### src/dac_ctrl_pkg.sv
// Constants and types shared by the DAC control block.
// Assumes a single 25 MHz reference clock domain.
package dac_ctrl_pkg;

  // Control word layout
  localparam int CTL_WORD_BITS = 16;
  localparam int CW_RW_BIT     = 15;
  localparam int CW_IDX_MSB    = 14;
  localparam int CW_IDX_LSB    = 8;
  localparam int IDX_BITS      = 7;
  localparam int DATA_BITS     = 8;
  localparam logic [4:0] ADDR_PHASE_BITS = 5'h08;
  localparam logic [4:0] WORD_DONE_BITS  = 5'h10;

  // Register indices
  localparam logic [IDX_BITS-1:0] REG_IDX_ZERO_POL = 7'h0a;
  localparam logic [IDX_BITS-1:0] REG_IDX_OVER_GPO = 7'h0c;

  // Field positions
  localparam int OVER_BIT  = 7;
  localparam int GP_EN_BIT = 6;
  localparam int GPO_MSB   = 5;
  localparam int ZPOL_BIT  = 6;
  localparam int GPO_COUNT = 6;

  // Reset values
  localparam logic                 OVER_RESET  = 1'b0;
  localparam logic                 GP_EN_RESET = 1'b0;
  localparam logic [GPO_COUNT-1:0] GPO_RESET   = 6'h00;
  localparam logic                 ZPOL_RESET  = 1'b0;

  // Zero detection
  localparam int CHANNELS        = 8;
  localparam int SAMPLE_BITS     = 24;
  localparam int ZERO_RUN_FRAMES = 1024;

  typedef enum logic [2:0] {
    SCR_128, SCR_192, SCR_256, SCR_384, SCR_512, SCR_768
  } sys_clk_ratio_t;

  typedef enum logic [1:0] {
    OSR_32X, OSR_64X, OSR_128X
  } os_ratio_t;

  typedef struct packed {
    logic sel_n;
    logic clk;
    logic din;
  } ctl_pins_t;

  typedef struct packed {
    logic [GPO_COUNT-1:0] multipurpose;
    logic                 seventh;
    logic                 eighth;
    logic                 all;
  } zero_pins_t;

endpackage

### src/dac_control_top.sv
// Control logic of an eight-channel DAC: serial control port, the
// oversampling and general-purpose output register, zero-flag polarity,
// per-channel zero detection and the multipurpose pin mux.
// Assumes control pins and frame clock are asynchronous to ref_clk and
// channel samples come from same-clock logic, stable at frame edges.
`timescale 1ns/1ps

// How it works
// - Word top bit: 0 writes, 1 reads
// - Oversample bit and clock ratio pick ratio
// - Output enable clear: pins show zero flags
// - Output enable set: pins show output bits
// - Output bits read/write, reset zero, drive level
// - Zero after 1024 all-zero frames
// - Each channel has own counter and flag
// - Flag pins active for detecting channels
// - All-channel flag is AND of eight
// - Polarity bit inverts every zero flag
module dac_control_top
  import dac_ctrl_pkg::*;
#(
  parameter int RUN_FRAMES = ZERO_RUN_FRAMES
) (
  // Clock and reset
  input  wire logic                                  ref_clk,
  input  wire logic                                  rst,
  // Serial control port
  input  wire ctl_pins_t                             ctl_pins,
  output logic                                       ctl_data_out,
  output logic                                       ctl_data_oe,
  // Audio frame timing and samples
  input  wire logic                                  frame_clock,
  input  wire logic [CHANNELS-1:0][SAMPLE_BITS-1:0]  channel_samples,
  // Clock ratio and oversampling
  input  wire sys_clk_ratio_t                        sys_clk_ratio,
  output os_ratio_t                                  oversample_ratio,
  // Zero flag and general-purpose pins
  output zero_pins_t                                 zero_pins
);

  if (RUN_FRAMES < 2 || RUN_FRAMES > 65536) begin : g_bad_run
    $error("RUN_FRAMES out of range");
  end

  typedef enum logic [1:0] {
    PS_IDLE, PS_ADDR, PS_DATA, PS_WAIT_END
  } port_state_t;

  // Read value of a register index
  function automatic logic [DATA_BITS-1:0] read_mux(
    input logic [IDX_BITS-1:0]  idx,
    input logic                 over,
    input logic                 gp_en,
    input logic [GPO_COUNT-1:0] gpo,
    input logic                 zpol
  );
    logic [DATA_BITS-1:0] v;
    v = '0;
    if (idx == REG_IDX_OVER_GPO) begin
      v[OVER_BIT]         = over;
      v[GP_EN_BIT]        = gp_en;
      v[GPO_MSB:0]        = gpo;
    end else if (idx == REG_IDX_ZERO_POL) begin
      v[ZPOL_BIT]         = zpol;
    end
    return v;
  endfunction

  // Oversampling ratio from clock ratio and select bit
  function automatic os_ratio_t os_decode(
    input sys_clk_ratio_t ratio,
    input logic           over
  );
    os_ratio_t r;
    if (ratio == SCR_128 || ratio == SCR_192) begin
      r = over ? OSR_64X : OSR_32X;
    end else begin
      r = over ? OSR_128X : OSR_64X;
    end
    return r;
  endfunction

  // Synchronised pins
  logic [3:0] pins_s;
  logic       sel_n_s;
  logic       sclk_s;
  logic       din_s;
  logic       frame_s;

  sync2 #(
    .WIDTH (4)
  ) u_pin_sync (
    .ref_clk  (ref_clk),
    .rst      (rst),
    .async_in ({ctl_pins.sel_n, ctl_pins.clk, ctl_pins.din, frame_clock}),
    .sync_out (pins_s)
  );

  assign sel_n_s = pins_s[3];
  assign sclk_s  = pins_s[2];
  assign din_s   = pins_s[1];
  assign frame_s = pins_s[0];

  // Serial port state
  port_state_t               state_q, state_d;
  logic [4:0]                bits_q, bits_d;
  logic [CTL_WORD_BITS-1:0]  shift_q, shift_d;
  logic [DATA_BITS-1:0]      rd_q, rd_d;
  logic                      dout_q, dout_d;
  logic                      oe_q, oe_d;
  logic                      sclk_prev_q, sclk_prev_d;
  logic                      wr_en;
  logic                      sclk_rise;

  // Register state
  logic                      over_q, over_d;
  logic                      gp_en_q, gp_en_d;
  logic [GPO_COUNT-1:0]      gpo_q, gpo_d;
  logic                      zpol_q, zpol_d;

  // Output state
  os_ratio_t                 osr_q, osr_d;
  zero_pins_t                zp_q, zp_d;
  logic                      frame_prev_q, frame_prev_d;

  assign sclk_rise = sclk_s && !sclk_prev_q;

  always_comb begin
    state_d     = state_q;
    bits_d      = bits_q;
    shift_d     = shift_q;
    rd_d        = rd_q;
    dout_d      = dout_q;
    oe_d        = oe_q;
    sclk_prev_d = sclk_s;
    wr_en       = 1'b0;
    if (sel_n_s) begin
      // Frame end: commit a complete write word
      if (state_q == PS_WAIT_END && !shift_q[CW_RW_BIT]) begin
        wr_en = 1'b1;
      end
      state_d = PS_IDLE;
      bits_d  = '0;
      oe_d    = 1'b0;
      dout_d  = 1'b0;
    end else begin
      case (state_q)
        PS_IDLE: begin
          state_d = PS_ADDR;
          bits_d  = '0;
        end
        PS_ADDR: begin
          if (sclk_rise) begin
            shift_d = {shift_q[CTL_WORD_BITS-2:0], din_s};
            bits_d  = bits_q + 5'h01;
            if (bits_q + 5'h01 == ADDR_PHASE_BITS) begin
              state_d = PS_DATA;
              if (shift_d[DATA_BITS-1]) begin
                // Read: drive register bits out during data phase
                rd_d   = read_mux(shift_d[IDX_BITS-1:0], over_q, gp_en_q,
                                  gpo_q, zpol_q);
                oe_d   = 1'b1;
                dout_d = rd_d[DATA_BITS-1];
              end
            end
          end
        end
        PS_DATA: begin
          if (sclk_rise) begin
            shift_d = {shift_q[CTL_WORD_BITS-2:0], din_s};
            bits_d  = bits_q + 5'h01;
            rd_d    = {rd_q[DATA_BITS-2:0], 1'b0};
            dout_d  = rd_d[DATA_BITS-1];
            if (bits_q + 5'h01 == WORD_DONE_BITS) begin
              state_d = PS_WAIT_END;
              oe_d    = 1'b0;
              dout_d  = 1'b0;
            end
          end
        end
        PS_WAIT_END: begin
          state_d = PS_WAIT_END;
        end
        default: begin
          state_d = PS_IDLE;
        end
      endcase
    end
  end

  always_ff @(posedge ref_clk) begin
    if (rst) begin
      state_q     <= PS_IDLE;
      bits_q      <= '0;
      shift_q     <= '0;
      rd_q        <= '0;
      dout_q      <= 1'b0;
      oe_q        <= 1'b0;
      sclk_prev_q <= 1'b0;
    end else begin
      state_q     <= state_d;
      bits_q      <= bits_d;
      shift_q     <= shift_d;
      rd_q        <= rd_d;
      dout_q      <= dout_d;
      oe_q        <= oe_d;
      sclk_prev_q <= sclk_prev_d;
    end
  end

  assign ctl_data_out = dout_q;
  assign ctl_data_oe  = oe_q;

  // Register writes
  always_comb begin
    over_d = over_q;
    gp_en_d = gp_en_q;
    gpo_d  = gpo_q;
    zpol_d = zpol_q;
    if (wr_en) begin
      if (shift_q[CW_IDX_MSB:CW_IDX_LSB] == REG_IDX_OVER_GPO) begin
        over_d = shift_q[OVER_BIT];
        gp_en_d = shift_q[GP_EN_BIT];
        gpo_d  = shift_q[GPO_MSB:0];
      end else if (shift_q[CW_IDX_MSB:CW_IDX_LSB] == REG_IDX_ZERO_POL) begin
        zpol_d = shift_q[ZPOL_BIT];
      end
    end
  end

  always_ff @(posedge ref_clk) begin
    if (rst) begin
      over_q <= OVER_RESET;
      gp_en_q <= GP_EN_RESET;
      gpo_q  <= GPO_RESET;
      zpol_q <= ZPOL_RESET;
    end else begin
      over_q <= over_d;
      gp_en_q <= gp_en_d;
      gpo_q  <= gpo_d;
      zpol_q <= zpol_d;
    end
  end

  // Zero detection, one counter per channel
  logic                frame_tick;
  logic [CHANNELS-1:0] zero_det;

  assign frame_tick = frame_s && !frame_prev_q;

  for (genvar ch = 0; ch < CHANNELS; ch++) begin : g_zero
    zero_run_counter #(
      .RUN_FRAMES (RUN_FRAMES)
    ) u_zrc (
      .ref_clk     (ref_clk),
      .rst         (rst),
      .frame_tick  (frame_tick),
      .sample_zero (channel_samples[ch] == '0),
      .detect      (zero_det[ch])
    );
  end

  // Pin drive and oversampling output
  always_comb begin
    frame_prev_d = frame_s;
    osr_d        = os_decode(sys_clk_ratio, over_q);
    if (gp_en_q) begin
      zp_d.multipurpose = gpo_q;
    end else begin
      zp_d.multipurpose = zero_det[GPO_COUNT-1:0] ^ {GPO_COUNT{zpol_q}};
    end
    zp_d.seventh = zero_det[CHANNELS-2] ^ zpol_q;
    zp_d.eighth  = zero_det[CHANNELS-1] ^ zpol_q;
    zp_d.all     = (&zero_det) ^ zpol_q;
  end

  always_ff @(posedge ref_clk) begin
    if (rst) begin
      frame_prev_q <= 1'b0;
      osr_q        <= OSR_64X;
      zp_q         <= '0;
    end else begin
      frame_prev_q <= frame_prev_d;
      osr_q        <= osr_d;
      zp_q         <= zp_d;
    end
  end

  assign oversample_ratio = osr_q;
  assign zero_pins        = zp_q;

endmodule

### src/sync2.sv
// Two-flop synchroniser for asynchronous pin levels.
// Assumes the levels are slow against ref_clk.
`timescale 1ns/1ps
module sync2 #(
  parameter int WIDTH = 1
) (
  // Clock and reset
  input  wire logic             ref_clk,
  input  wire logic             rst,
  // Levels
  input  wire logic [WIDTH-1:0] async_in,
  output logic      [WIDTH-1:0] sync_out
);

  logic [WIDTH-1:0] meta_q;

  always_ff @(posedge ref_clk) begin
    if (rst) begin
      meta_q   <= '0;
      sync_out <= '0;
    end else begin
      meta_q   <= async_in;
      sync_out <= meta_q;
    end
  end

endmodule

### src/zero_run_counter.sv
// Zero-run counter for one audio channel.
// Assumes frame_tick pulses once per frame and sample_zero is valid then.
`timescale 1ns/1ps
module zero_run_counter #(
  parameter int RUN_FRAMES = 1024
) (
  // Clock and reset
  input  wire logic ref_clk,
  input  wire logic rst,
  // Sample status
  input  wire logic frame_tick,
  input  wire logic sample_zero,
  // Result
  output logic      detect
);

  localparam int CW = $clog2(RUN_FRAMES + 1);
  localparam logic [CW-1:0] RUN_LIMIT = CW'(RUN_FRAMES);

  logic [CW-1:0] count_q;
  logic [CW-1:0] count_d;

  always_comb begin
    count_d = count_q;
    if (frame_tick) begin
      if (!sample_zero) begin
        count_d = '0;
      end else if (count_q != RUN_LIMIT) begin
        count_d = count_q + CW'(1);
      end
    end
  end

  always_ff @(posedge ref_clk) begin
    if (rst) begin
      count_q <= '0;
    end else begin
      count_q <= count_d;
    end
  end

  // Nonzero data drops the condition at once
  assign detect = (count_q == RUN_LIMIT) && sample_zero;

endmodule
### config.mk
export PLATFORM = sky130hd
export DESIGN_NAME = dac_control_top
export DESIGN_NICKNAME = d
export VERILOG_FILES = /design/src/dac_ctrl_pkg.sv /design/src/dac_control_top.sv /design/src/sync2.sv /design/src/zero_run_counter.sv
export SDC_FILE = /design/constraint.sdc
export NUM_CORES = 1
export LEC_CHECK = 0
export BUFFER_PORTS_ARGS = -buffer_cell sky130_fd_sc_hd__buf_2
export CAP_MARGIN = 30
export CORE_ASPECT_RATIO = 0.9
export CORE_MARGIN = 3
export CORE_UTILIZATION = 50
export CTS_CLUSTER_DIAMETER = 150
export DETAILED_ROUTE_END_ITERATION = 10
export PLACE_DENSITY_LB_ADDON = 0.25
export SLEW_MARGIN = 20
export SYNTH_ARGS = -nofsm -noshare
export SYNTH_HDL_FRONTEND = slang
export SYNTH_SLANG_ARGS = --single-unit
### constraint.sdc
create_clock -name ref_clk -period 2.8 [get_ports ref_clk]
set_input_delay 0.14 -clock ref_clk [delete_from_list [all_inputs] [get_ports ref_clk]]
set_output_delay 0.14 -clock ref_clk [all_outputs]
set_load 0.05 [all_outputs]
### Word level (Yosys, flattened, before mapping)

Cells that the tools add are included.

| word-level totals | value |
|---|---|
| register bits after elaboration | 150 |
| bits of input ports | 201 |
| output and inout bits | 13 |
| word-level logic and storage cells | 178 |

| operators by class | value |
|---|---|
| add/subtract/negate cells | 9 |
| equality and inequality tests | 40 |
| mux-type cells | 50 |
| bitwise gates (word level) | 6 |
| reduce and logical (&&, ||, !) cells | 46 |

Operators with widths:

| operator | count |
|---|---|
| $logic_not A24 Y1 | 8 |
| $mux W11 | 16 |
| $add A11 B1 Y11 const B | 8 |
| $eq A11 B11 Y1 const B | 8 |
| $ne A11 B11 Y1 const B | 8 |
| $eq A7 B4 Y1 const B | 4 |
| $mux W7 | 4 |
| $ne A2 B2 Y1 const B | 13 |
| $reduce_and A2 Y1 | 10 |
| $mux W1 | 16 |
| $pmux W7 S2 | 1 |
| $mux W2 | 6 |
| $mux W6 | 2 |
| $reduce_and A6 Y1 | 2 |
| $logic_and A1 B1 Y1 | 11 |
| $pmux W5 S2 | 1 |
| $pmux W2 S4 | 1 |
| $reduce_and A8 Y1 | 1 |
| $reduce_and A3 Y1 | 2 |
| $xor A6 B6 Y6 | 1 |
| $add A5 B1 Y5 const B | 1 |
| $eq A5 B4 Y1 const B | 1 |
| $eq A5 B5 Y1 const B | 1 |
| $mux W5 | 1 |
| other kinds (15) | 24 |

### Depth between registers and ports, before layout

Gate-level depths: netlist of run 1.

| logic depth | value |
|---|---|
| depth after elaboration | 7 |
| depth in mapped cells | 9 |
| gate-level depth less buffers | 8 |

### Cells and area by module

A second synthesis of run 1 with hierarchy kept.

| unflattened totals | value |
|---|---|
| cell total of the unflattened synthesis | 1033 |
| area, all modules | 8316.7 um^2 |

By module, submodules not included:

| module | instances | cells an instance | area an instance (um^2) |
|---|---|---|---|
| zero_run_counter (g_zero[0].u_zrc ...) | 5 | 79 | 633.1 |
| dac_control_top | 1 | 373 | 2996.6 |
| zero_run_counter (g_zero[5].u_zrc ...) | 3 | 83 | 648.1 |
| sync2 | 1 | 16 | 210.2 |

### Least setup slack after synthesis of run 1

No wires, ideal clock.

| timing path | value |
|---|---|
| kind | reg2reg |
| start point | register state_q[0] |
| end point | register rd_q[6] |
| setup time | 0.086 ns |
| arrival | 1.844 ns |
| path slack | 0.870 ns |
| stages on the path, launching flop included | 9 |
| buffers on the path | 1 |
| period minus slack after synthesis | 1.930 ns |
| cells stage by stage | dfxtp_1 -> inv_1 -> ha_1 -> clkbuf_1 -> nor4_1 -> nand3b_1 -> nor3b_2 -> a221oi_1 -> a211oi_1 |

| on the way | value |
|---|---|
| cells in the longest elaborated chain, start to end | 3 |

Ends and longest elaborated chain:

| item | line | text |
|---|---|---|
| from (decl) | dac_control_top.sv:105 | `port_state_t state_q, state_d;` |
| from (signal assigned) | dac_control_top.sv:201 | `state_q <= state_d;` |
| $eq A2 B1 Y1 / $eq A2 B2 Y1 (equally long branches) | dac_control_top.sv:147 | `case (state_q)` |
| $ne A2 B2 Y1 (no line) / $reduce_bool A2 Y1 (equally long branches) | -- |  |
| $reduce_and A6 Y1 (no line) | -- |  |
| to (signal assigned) | dac_control_top.sv:204 | `rd_q <= rd_d;` |
| to (decl) | dac_control_top.sv:108 | `logic [DATA_BITS-1:0] rd_q, rd_d;` |

Parallel ways exist; a longest one is shown, timed or not.
A chain may end at the register's enable or synchronous reset.

### Worst setup path after layout of run 1

Ends and elaborated chain as after synthesis.

==> results.json, run 1 <==
{
  "postSynthCellCount": 846,
  "io_buffers": 212,
  "drive_gt1_frac": 0.253,
  "start_util": 0.522,
  "clock_latency_ns": 0.42,
  "vias": 6754,
  "p_leak_nw": 3.61,
  "synth_area_um2": 7130,
  "final.min_clock_period_ns": 2.25,
  "ctsHtreeMaxLevel": 4,
  "ios": 214,
  "status": "completed",
  "dieWidth_um": 132,
  "hold_viol_final": 0,
  "drcViolationCount": 0,
  "tightest_slew_ns": 0.682,
  "crit_slowest_cell": "nor3b_2",
  "rsz0062_at_grt": "no",
  "hp-class": "in -> reg",
  "post-route-util": 0.664,
  "switching_share": 0.244,
  "core_um2": 13700,
  "gp_congestion": 0.814,
  "cts_tree": "yes",
  "synth_most_common_cell": "dfxtp_1",
  "ctsLongestPathBuffers": 2,
  "via_per_inst": 5.32,
  "cp_num_buf_inv": 1,
  "postRouteAntennaNets": 0,
  "ys.flop_type": "dfxtp_1",
  "synth_fp_nets": 1071,
  "internal_power_mw": 3.75,
  "syn_to_final_growth_pct": 27.1,
  "wl_per_cell_um": 13.8,
  "power_density_nw_per_um2": 547,
  "wl_um": 17500,
  "relSlewSlack": 0.545,
  "p_seq_frac": 0.441,
  "grt_max_degree": 32,
  "ys_seq_area_frac": 0.421,
  "numCtsBuffers": 17,
  "synth-seq-cells": 150,
  "synth_commonest_cells": "150 x dfxtp_1, 119 x nor2_1, 89 x nand2_1, 63 x nor4_1, 46 x a21oi_1",
  "pwr-share-comb": 0.101,
  "power.switching_mw": 1.21,
  "grt_usage": 0.223,
  "seqCellArea_um2": 3000,
  "yosysWarnings": 0,
  "first_pass_iters": 5,
  "ys_types": 53,
  "yosysTopAreaCellShare": 0.421,
  "synth-async-reset-ratio": 0,
  "synth_edf_count": 0,
  "syn_area_per_cell_um2": 8.43,
  "worstPathArrival_ns": 2.58,
  "fin_crit_sh": 0.804,
  "grt_pass1_vias": 6464,
  "num_rows": 40,
  "antenna_found_initial": 0,
  "path_cells": "inv_1 -> ha_1 -> nor4_1 -> nand3b_1 -> nor3b_2 -> a221oi_1 -> a211oi_1",
  "grt-ovfl-total": 0,
  "skew_ns": 0.00540,
  "setup_violations": 0,
  "num_antenna_cells": 0,
  "clk_pin_slew_ns": 0.06,
  "end_kind": "flop",
  "clkPwrFrac": 0.459,
  "fill_cells": 1154,
  "layout.nets": 1293,
  "maxCapViolCount": 0,
  "start_kind": "flop",
  "drv_slew": 0,
  "ir_worst_vdd_mv": 0.431,
  "cts_sinks": 150,
  "cpPeakStageDelay_ns": 0.49,
  "die_y_um": 119,
  "multi_input_area_um2": 3960,
  "tns_ns": 0,
  "worst-setup-path-type": "reg -> reg",
  "place_hpwl_um": 12900,
  "ys_top_cells_by_area": "dfxtp_1 42%, nor2_1 6.3%, nor4_1 5.5%",
  "fmax_ghz": 0.444,
  "root_buffer": "clkbuf_16",
  "cp.required_ns": 3.13,
  "cp_top_family": "simple AND/OR/NAND/NOR gates",
  "cts_resized": 0,
  "die_area_um2": 15700,
  "path_max_fanout": 11,
  "yosysTopAreaCell": "dfxtp_1",
  "grt_pass1_wl_um": 29400,
  "dr.first_iter.drc_count": 344
}
-- sequential cells by signal (all words and copies together) (netlist names), 4 cells and up --
| name | count |
|---|---|
| gpo_q | 6 |
| zero_pins | 9 |
| bits_q | 5 |
| u_pin_sync.sync_out | 4 |
| u_pin_sync.meta_q | 4 |
| g_zero.u_zrc.count_q | 88 |
| rd_q | 7 |
| shift_q | 16 |
-- layer usage --
metal / track usage / vias up / routed length, µm
met4: 0.0610 / 0 / 212
met3: 0.0612 / 16 / 1100
met5: 0 / - / 0
li1: - / 3459 / -
met1: 0.281 / 3073 / 7980
met2: 0.378 / 206 / 8230
-- cells by family (layout without fill, tap and decap cells) --
| family | Yosys count | after routing | share of synthesized area |
|---|---|---|---|
| muxes | 10 | 10 | 0.0140 |
| xor gates and xnor gates | 72 | 72 | 0.0895 |
| buffers and inverters | 45 | 280 | 0.0239 |
| DFF | 150 | 150 | 0.421 |
| AOI/OAI and AO/OA | 118 | 118 | 0.101 |
| and+or+nand+nor | 427 | 427 | 0.309 |
| adders and majority gates | 24 | 24 | 0.0421 |
-- worst paths after layout --
kind                         from                endpoint  slack, ns  cells past startpoint
min reg2reg  u_pin_sync.meta_q[0]  u_pin_sync.sync_out[0]       0.44                      1
max reg2reg            state_q[0]                 rd_q[6]       0.55                      7
min              sys_clk_ratio[1]     oversample_ratio[0]       0.07                      4
max                    state_q[0]                 rd_q[6]       0.55                      7
-- tightest hold or removal path: cells and delay by family --
kind	cells	cell delay, ns
simple gates	2	0.11
buf+inv	1	0.08
xor+xnor	1	0.14
-- power by group through the flow --
stage	clock network (mW)	registers, mW	logic [mW]
floorplan	0	2.23	0.263
CTS	2.31	2.18	0.497
global placement	0	2.23	0.466
global route	2.42	2.19	0.559
finish	2.28	2.19	0.499
detailed placement	0	2.23	0.478
-- cell type report --
type / count / share of cell area
multi-input cells: 651 / 0.437
flip-flops and latches: 150 / 0.331
repair buffers: 228 / 0.131
clock buffers: 19 / 0.0500
well taps: 189 / 0.0261
clock inverters: 13 / 0.0163
inverters: 20 / 0.00828
-- placed cells by master (no fill, tap or decap), drive strengths merged, types with 5 or more instances in the layout --
cell type	instances
dfxtp	150
a21oi	46
and2	5
ha	24
nor2b	16
nand3b	8
o21bai	8
nand4	33
xor2	45
nor3	18
o21ai	29
nor4	63
and3	23
nor2	120
buf	224
clkinv	5
nor3b	5
nand3	22
or3	7
clkbuf	19
a221oi	6
nand2	89
xnor2	27
inv	22
mux2i	10
a211oi	13
-- metrics by stage --
stage                     instances  cell area [µm²]  power, mW  worst slack [ns]  hold slack [ns]
after global placement         1234             8430       2.70             0.632            0.353
after CTS                      1270             9070       4.99             0.576           0.0597
after global routing           1270             9070       5.16             0.362           0.0764
after floorplan                 846             7130       2.49             0.870            0.268
after detailed placement       1234             8430       2.71             0.591            0.356
final                          1270             9070       4.96             0.550           0.0728
-- what timing repair did --
action	in CTS	in global routing
hold endpoints to repair	4	0
hold buffers	4	0
buffers inserted	0	0
Power figures use the tool's default switching activity.
==> run 2: changes to the inputs <==
--- a/config.mk
+++ b/config.mk
@@ -5,6 +5,7 @@
 export SDC_FILE = /design/constraint.sdc
 export NUM_CORES = 1
 export LEC_CHECK = 0
+export ABC_AREA = 1
 export BUFFER_PORTS_ARGS = -buffer_cell sky130_fd_sc_hd__buf_2
 export CAP_MARGIN = 30
 export CORE_ASPECT_RATIO = 0.9
==> constraint.sdc (replaced) <==
create_clock -name ref_clk -period 2.1 [get_ports ref_clk]
set_input_delay 0.105 -clock ref_clk [delete_from_list [all_inputs] [get_ports ref_clk]]
set_output_delay 0.105 -clock ref_clk [all_outputs]
set_load 0.05 [all_outputs]
==> results.json, run 2 <==
{
  "synth_fp_nets": 1504,
  "crit_path_frequent_cell": "nor2_1",
  "syn_to_final_growth_pct": 23.1,
  "cp.required_ns": 2.40,
  "dr.first_iter.drc_count": 476,
  "drv_slew": 0,
  "fin_crit_sh": 0.917,
  "synth-seq-cells": 150,
  "ys_top_cells_by_area": "dfxtp_1 36%, nor2_1 12%, nand2_1 10%",
  "grt_usage": 0.218,
  "seqCellArea_um2": 3000,
  "clock_latency_ns": 0.43,
  "p_leak_nw": 4.19,
  "cp_num_buf_inv": 1,
  "r2r_start": "g_zero[0].u_zrc.count_q[0]",
  "ys.flop_type": "dfxtp_1",
  "hold_viol_final": 0,
  "tightest_slew_ns": 0.551,
  "die_y_um": 129,
  "clkPwrFrac": 0.428,
  "ys_seq_area_frac": 0.357,
  "postSynthCellCount": 1279,
  "path_max_fanout": 13,
  "ctsHtreeMaxLevel": 4,
  "detailedPlace.worstSlack_ns": 0.0588,
  "numCtsBuffers": 17,
  "cp_top_family": "simple AND/OR/NAND/NOR gates",
  "worstPathArrival_ns": 2.22,
  "synth_area_um2": 8420,
  "final_cell_mix": "271 x nor2_1, 225 x nand2_1, 212 x buf_2",
  "final_common_cell": "nor2_1",
  "yosysTopAreaCellShare": 0.357,
  "ios": 214,
  "synth_edf_count": 0,
  "num_antenna_cells": 0,
  "core_um2": 16300,
  "drive_gt1_frac": 0.183,
  "dieWidth_um": 143,
  "clk_pin_slew_ns": 0.06,
  "stdcell_count": 1723,
  "wl_um": 20400,
  "switching_share": 0.268,
  "cpPeakStageDelay_ns": 0.40,
  "final.min_clock_period_ns": 1.93,
  "relSlewSlack": 0.629,
  "wl_per_cell_um": 11.8,
  "internal_power_mw": 4.92,
  "place_hpwl_um": 15200,
  "grt_pass1_wl_um": 33700,
  "num_rows": 44,
  "tns_ns": 0,
  "setup_violations": 0,
  "power_density_nw_per_um2": 649,
  "via_per_inst": 4.95,
  "synth_most_common_cell": "nor2_1",
  "yosysTopAreaCell": "dfxtp_1",
  "yosysWarnings": 0,
  "antenna_found_initial": 0,
  "fin_ws_ns": 0.174,
  "ctsLongestPathBuffers": 2,
  "postRouteAntennaNets": 0,
  "die_area_um2": 18400,
  "synth_commonest_cells": "272 x nor2_1, 225 x nand2_1, 150 x dfxtp_1, 144 x inv_1, 123 x a21oi_1",
  "hold_ws_ns": 0.0362,
  "synth-async-reset-ratio": 0,
  "start_kind": "flop",
  "placedCellCount": 1685,
  "grt_max_degree": 49,
  "fill_cells": 1498,
  "grt-ovfl-total": 0,
  "maxCapViolCount": 0,
  "skew_ns": 0.0116,
  "cts_tree": "yes",
  "fmax_ghz": 0.519,
  "start_util": 0.516,
  "gp_congestion": 0.888,
  "cts_setup_buffers": 0,
  "power.switching_mw": 1.80,
  "hold_start": "sys_clk_ratio[1]",
  "top_register": "g_zero.u_zrc.count_q",
  "path_cells": "inv_1 -> ha_1 -> nand4_1 -> or2_1 -> o21ai_4 -> nor2_1 -> xor2_1 -> nor2_1",
  "crit_slowest_cell": "o21ai_4",
  "p_seq_frac": 0.444,
  "pwr-share-comb": 0.129,
  "io_buffers": 212,
  "rsz0062_at_grt": "no",
  "cts_sinks": 150,
  "syn_area_per_cell_um2": 6.58,
  "ys_types": 41,
  "ir_worst_vdd_mv": 0.538,
  "first_pass_iters": 5,
  "vias": 8525,
  "root_buffer": "clkbuf_16",
  "drcViolationCount": 0,
  "hp-class": "in -> reg",
  "largest_reg_flops": 88,
  "end_kind": "flop",
  "worst-setup-path-type": "reg -> reg",
  "layout.nets": 1728,
  "crit_start": "g_zero[0].u_zrc.count_q[0]",
  "status": "completed",
  "grt_pass1_vias": 7594,
  "multi_input_area_um2": 4710
}
run 2: cell types whose count changed after synthesis, sizes merged, moves of 23 or more:
cell   change
a21oi     +81
and3      -23
inv      +125
nand2    +137
nand3     +62
nor2     +155
nor4      -61
o21ai     +39
run 2: stage by stage:
| stage | total power, mW | utilization | cell area (µm²) |
|---|---|---|---|
| floorplan | 3.57 | - | 8420 |
| global route | 7.03 | 0.636 | 10400 |
| finish | 6.72 | 0.636 | 10400 |
| global placement | 3.88 | 0.598 | 9740 |
| detailed placement | 3.90 | 0.598 | 9740 |
| CTS | 6.78 | 0.636 | 10400 |
run 2: what timing repair did:
item / 4_1_cts / 5_1_grt
endpoints found under the setup margin: 0 / 6
hold buffers: 6 / 0
hold endpoints to repair: 5 / 0
resized for setup: 0 / 1
run 2: path summary, 6_finish.rpt:
check,end,slack [ns],depth (start not counted)
max,g_zero[0].u_zrc.count_q[7],0.17,8
min,oversample_ratio[1],0.04,3
max reg2reg,g_zero[0].u_zrc.count_q[7],0.17,8
min reg2reg,u_pin_sync.sync_out[2],0.40,2
run 2: power groups by stage:
stage               registers, mW  clock network, mW  logic, mW
floorplan                    3.04                  0      0.527
detailed placement           3.05                  0      0.852
global placement             3.04                  0      0.834
CTS                          2.98               2.93      0.865
global route                 2.99               3.04      0.999
finish                       2.98               2.87      0.865
run 2: metal layers:
metal,vias up,global-route usage,routed length (µm)
met5,-,0,0
met4,0,0.0509,164
met2,218,0.365,9560
met3,16,0.0454,1040
li1,4570,-,-
met1,3721,0.292,9650
run 2: worst reg2reg max path, stage by stage, from the launching register on:
cell	delay, ns
dfxtp_1	0.34
inv_1	0.11
ha_1	0.16
nand4_1	0.09
or2_1	0.36
o21ai_4	0.40
nor2_1	0.11
xor2_1	0.17
nor2_1	0.06
run 2: final cells by class:
type | count | share of cell area
repair buffers | 235 | 0.124
flip-flops and latches | 150 | 0.290
inverters | 146 | 0.0529
well taps | 207 | 0.0250
clock buffers | 20 | 0.0421
clock inverters | 12 | 0.0115
multi-input cells | 953 | 0.455
run 2: cell families after synthesis:
group	count (synthesis)	share of synthesized area
flops	150	0.357
fa+ha+maj	24	0.0357
buf+inv	176	0.0839
xor+xnor	53	0.0552
simple gates	662	0.333
compound gates	214	0.136
==> run 3: changes to the inputs <==
--- a/config.mk
+++ b/config.mk
@@ -13,7 +13,7 @@
 export CORE_UTILIZATION = 50
 export CTS_CLUSTER_DIAMETER = 150
 export DETAILED_ROUTE_END_ITERATION = 10
-export PLACE_DENSITY_LB_ADDON = 0.25
+export PLACE_DENSITY_LB_ADDON = 0.12
 export SLEW_MARGIN = 20
 export SYNTH_ARGS = -nofsm -noshare
 export SYNTH_HDL_FRONTEND = slang
==> results.json, run 3 (synthesis gave the netlist of run 2 again) <==
{
  "io_buffers": 212,
  "multi_input_area_um2": 4710,
  "core_um2": 16300,
  "tightest_slew_ns": 0.616,
  "clock_latency_ns": 0.43,
  "first_pass_iters": 5,
  "final_cell_mix": "271 x nor2_1, 224 x nand2_1, 212 x buf_2",
  "end_kind": "flop",
  "final.min_clock_period_ns": 1.85,
  "syn_to_final_growth_pct": 23.3,
  "p_leak_nw": 4.20,
  "path_max_fanout": 6,
  "die_area_um2": 18400,
  "relSlewSlack": 0.585,
  "cp.required_ns": 2.41,
  "stdcell_count": 1721,
  "maxCapViolCount": 0,
  "grt-ovfl-total": 0,
  "fmax_ghz": 0.541,
  "dr.first_iter.drc_count": 429,
  "met3WireLength_um": 1210,
  "tns_ns": 0,
  "largest_reg_flops": 88,
  "r2r_setup_slack_ns": 0.25,
  "top_register": "g_zero.u_zrc.count_q",
  "postRouteAntennaNets": 0,
  "ios": 214,
  "power_density_nw_per_um2": 669,
  "grt_usage": 0.222,
  "dieWidth_um": 143,
  "seqCellArea_um2": 3000,
  "ctsHtreeMaxLevel": 4,
  "fin_crit_sh": 0.880,
  "drcViolationCount": 0,
  "grt_max_degree": 74,
  "via_per_inst": 4.98,
  "num_antenna_cells": 0,
  "antenna_found_initial": 0,
  "power_mw": 6.94,
  "hp-class": "in -> reg",
  "routed-wl-met2_um": 9470,
  "final_common_cell": "nor2_1",
  "setup_violations": 0,
  "status": "completed",
  "hold_viol_final": 0,
  "num_rows": 44,
  "root_buffer": "clkbuf_16",
  "fill_cells": 1546,
  "placedCellCount": 1685,
  "place_hpwl_um": 15100,
  "cts_tree": "yes",
  "start_kind": "flop",
  "grt_pass1_vias": 7674,
  "wl_per_cell_um": 12.0,
  "crit_start": "g_zero[3].u_zrc.count_q[0]",
  "grt_pass1_wl_um": 34300,
  "start_util": 0.516,
  "ir_worst_vdd_mv": 0.523,
  "rsz0062_at_grt": "no",
  "clk_pin_slew_ns": 0.07,
  "drv_slew": 0,
  "drive_gt1_frac": 0.185,
  "worst-setup-path-type": "reg -> reg",
  "cts_sinks": 150,
  "gp_congestion": 0.901,
  "hold_start": "sys_clk_ratio[1]",
  "r2r_start": "g_zero[3].u_zrc.count_q[0]",
  "numCtsBuffers": 17,
  "wl_met1_um": 9660,
  "hold_ws_ns": 0.0822,
  "wl_um": 20600,
  "die_y_um": 129,
  "skew_ns": 0.00978,
  "ctsLongestPathBuffers": 2,
  "top_layer": "met4",
  "layout.nets": 1726,
  "worstPathArrival_ns": 2.16,
  "vias": 8579
}
[run 3: changes by cell type in the layout (fill, tap and decap cells not counted), sizes merged]
cell         change
clkinv           -3
dlygate4sd3      -2
inv              +2
bufinv           +1
clkbuf           +1
clkinvlp         -1
[run 3: path summary, 6_finish.rpt]
kind | endpoint | depth (start not counted)
max | g_zero[3].u_zrc.count_q[3] | 9
min | oversample_ratio[0] | 3
max reg2reg | g_zero[3].u_zrc.count_q[3] | 9
min reg2reg | u_pin_sync.sync_out[0] | 2
[run 3: where the power goes]
part           internal, mW  leakage, nW  switching, mW
registers              2.93         1.21         0.0592
clock network          1.84        0.286           1.24
logic                 0.347         2.70          0.526
[run 3: area by class of cell]
type,count,share of cell area
Multi-Input combinational cell,953,0.454
Sequential cell,150,0.289
Timing Repair Buffer,233,0.121
Inverter,146,0.0528
Clock buffer,21,0.0444
Tap cell,207,0.0250
Clock inverter,11,0.0131
[run 3: critical path, stage by stage (launching register included)]
cell and delay, ns:
dfxtp_1 0.34, inv_1 0.10, ha_1 0.16, nand3_1 0.07, nor2_1 0.18, nand4_1 0.30, nand2_2 0.23, nor2_1 0.08
o21ai_0 0.20, a21oi_1 0.07
[run 3: layer usage]
metal  track usage  vias to the layer above
met5             0                        -
met4        0.0632                        0
met3        0.0384                       18
met2         0.369                      250
met1         0.299                     3734
li1              -                     4577
[run 3: stage by stage]
step	util	worst slack, ns	instance area, µm²
2_1_floorplan	-	0.517	8420
3_3_place_gp	0.597	0.181	9730
3_5_place_dp	0.597	0.0975	9730
4_1_cts	0.636	0.0879	10400
5_1_grt	0.637	0.0269	10400
6_report	0.637	0.251	10400
[run 3: timing repair]
action                                 in CTS  in global routing
hold buffers                                4                  0
gates resized for setup                     0                  3
setup endpoints to repair                   0                 10
endpoints found under the hold margin       4                  0
setup buffers                               0                  0
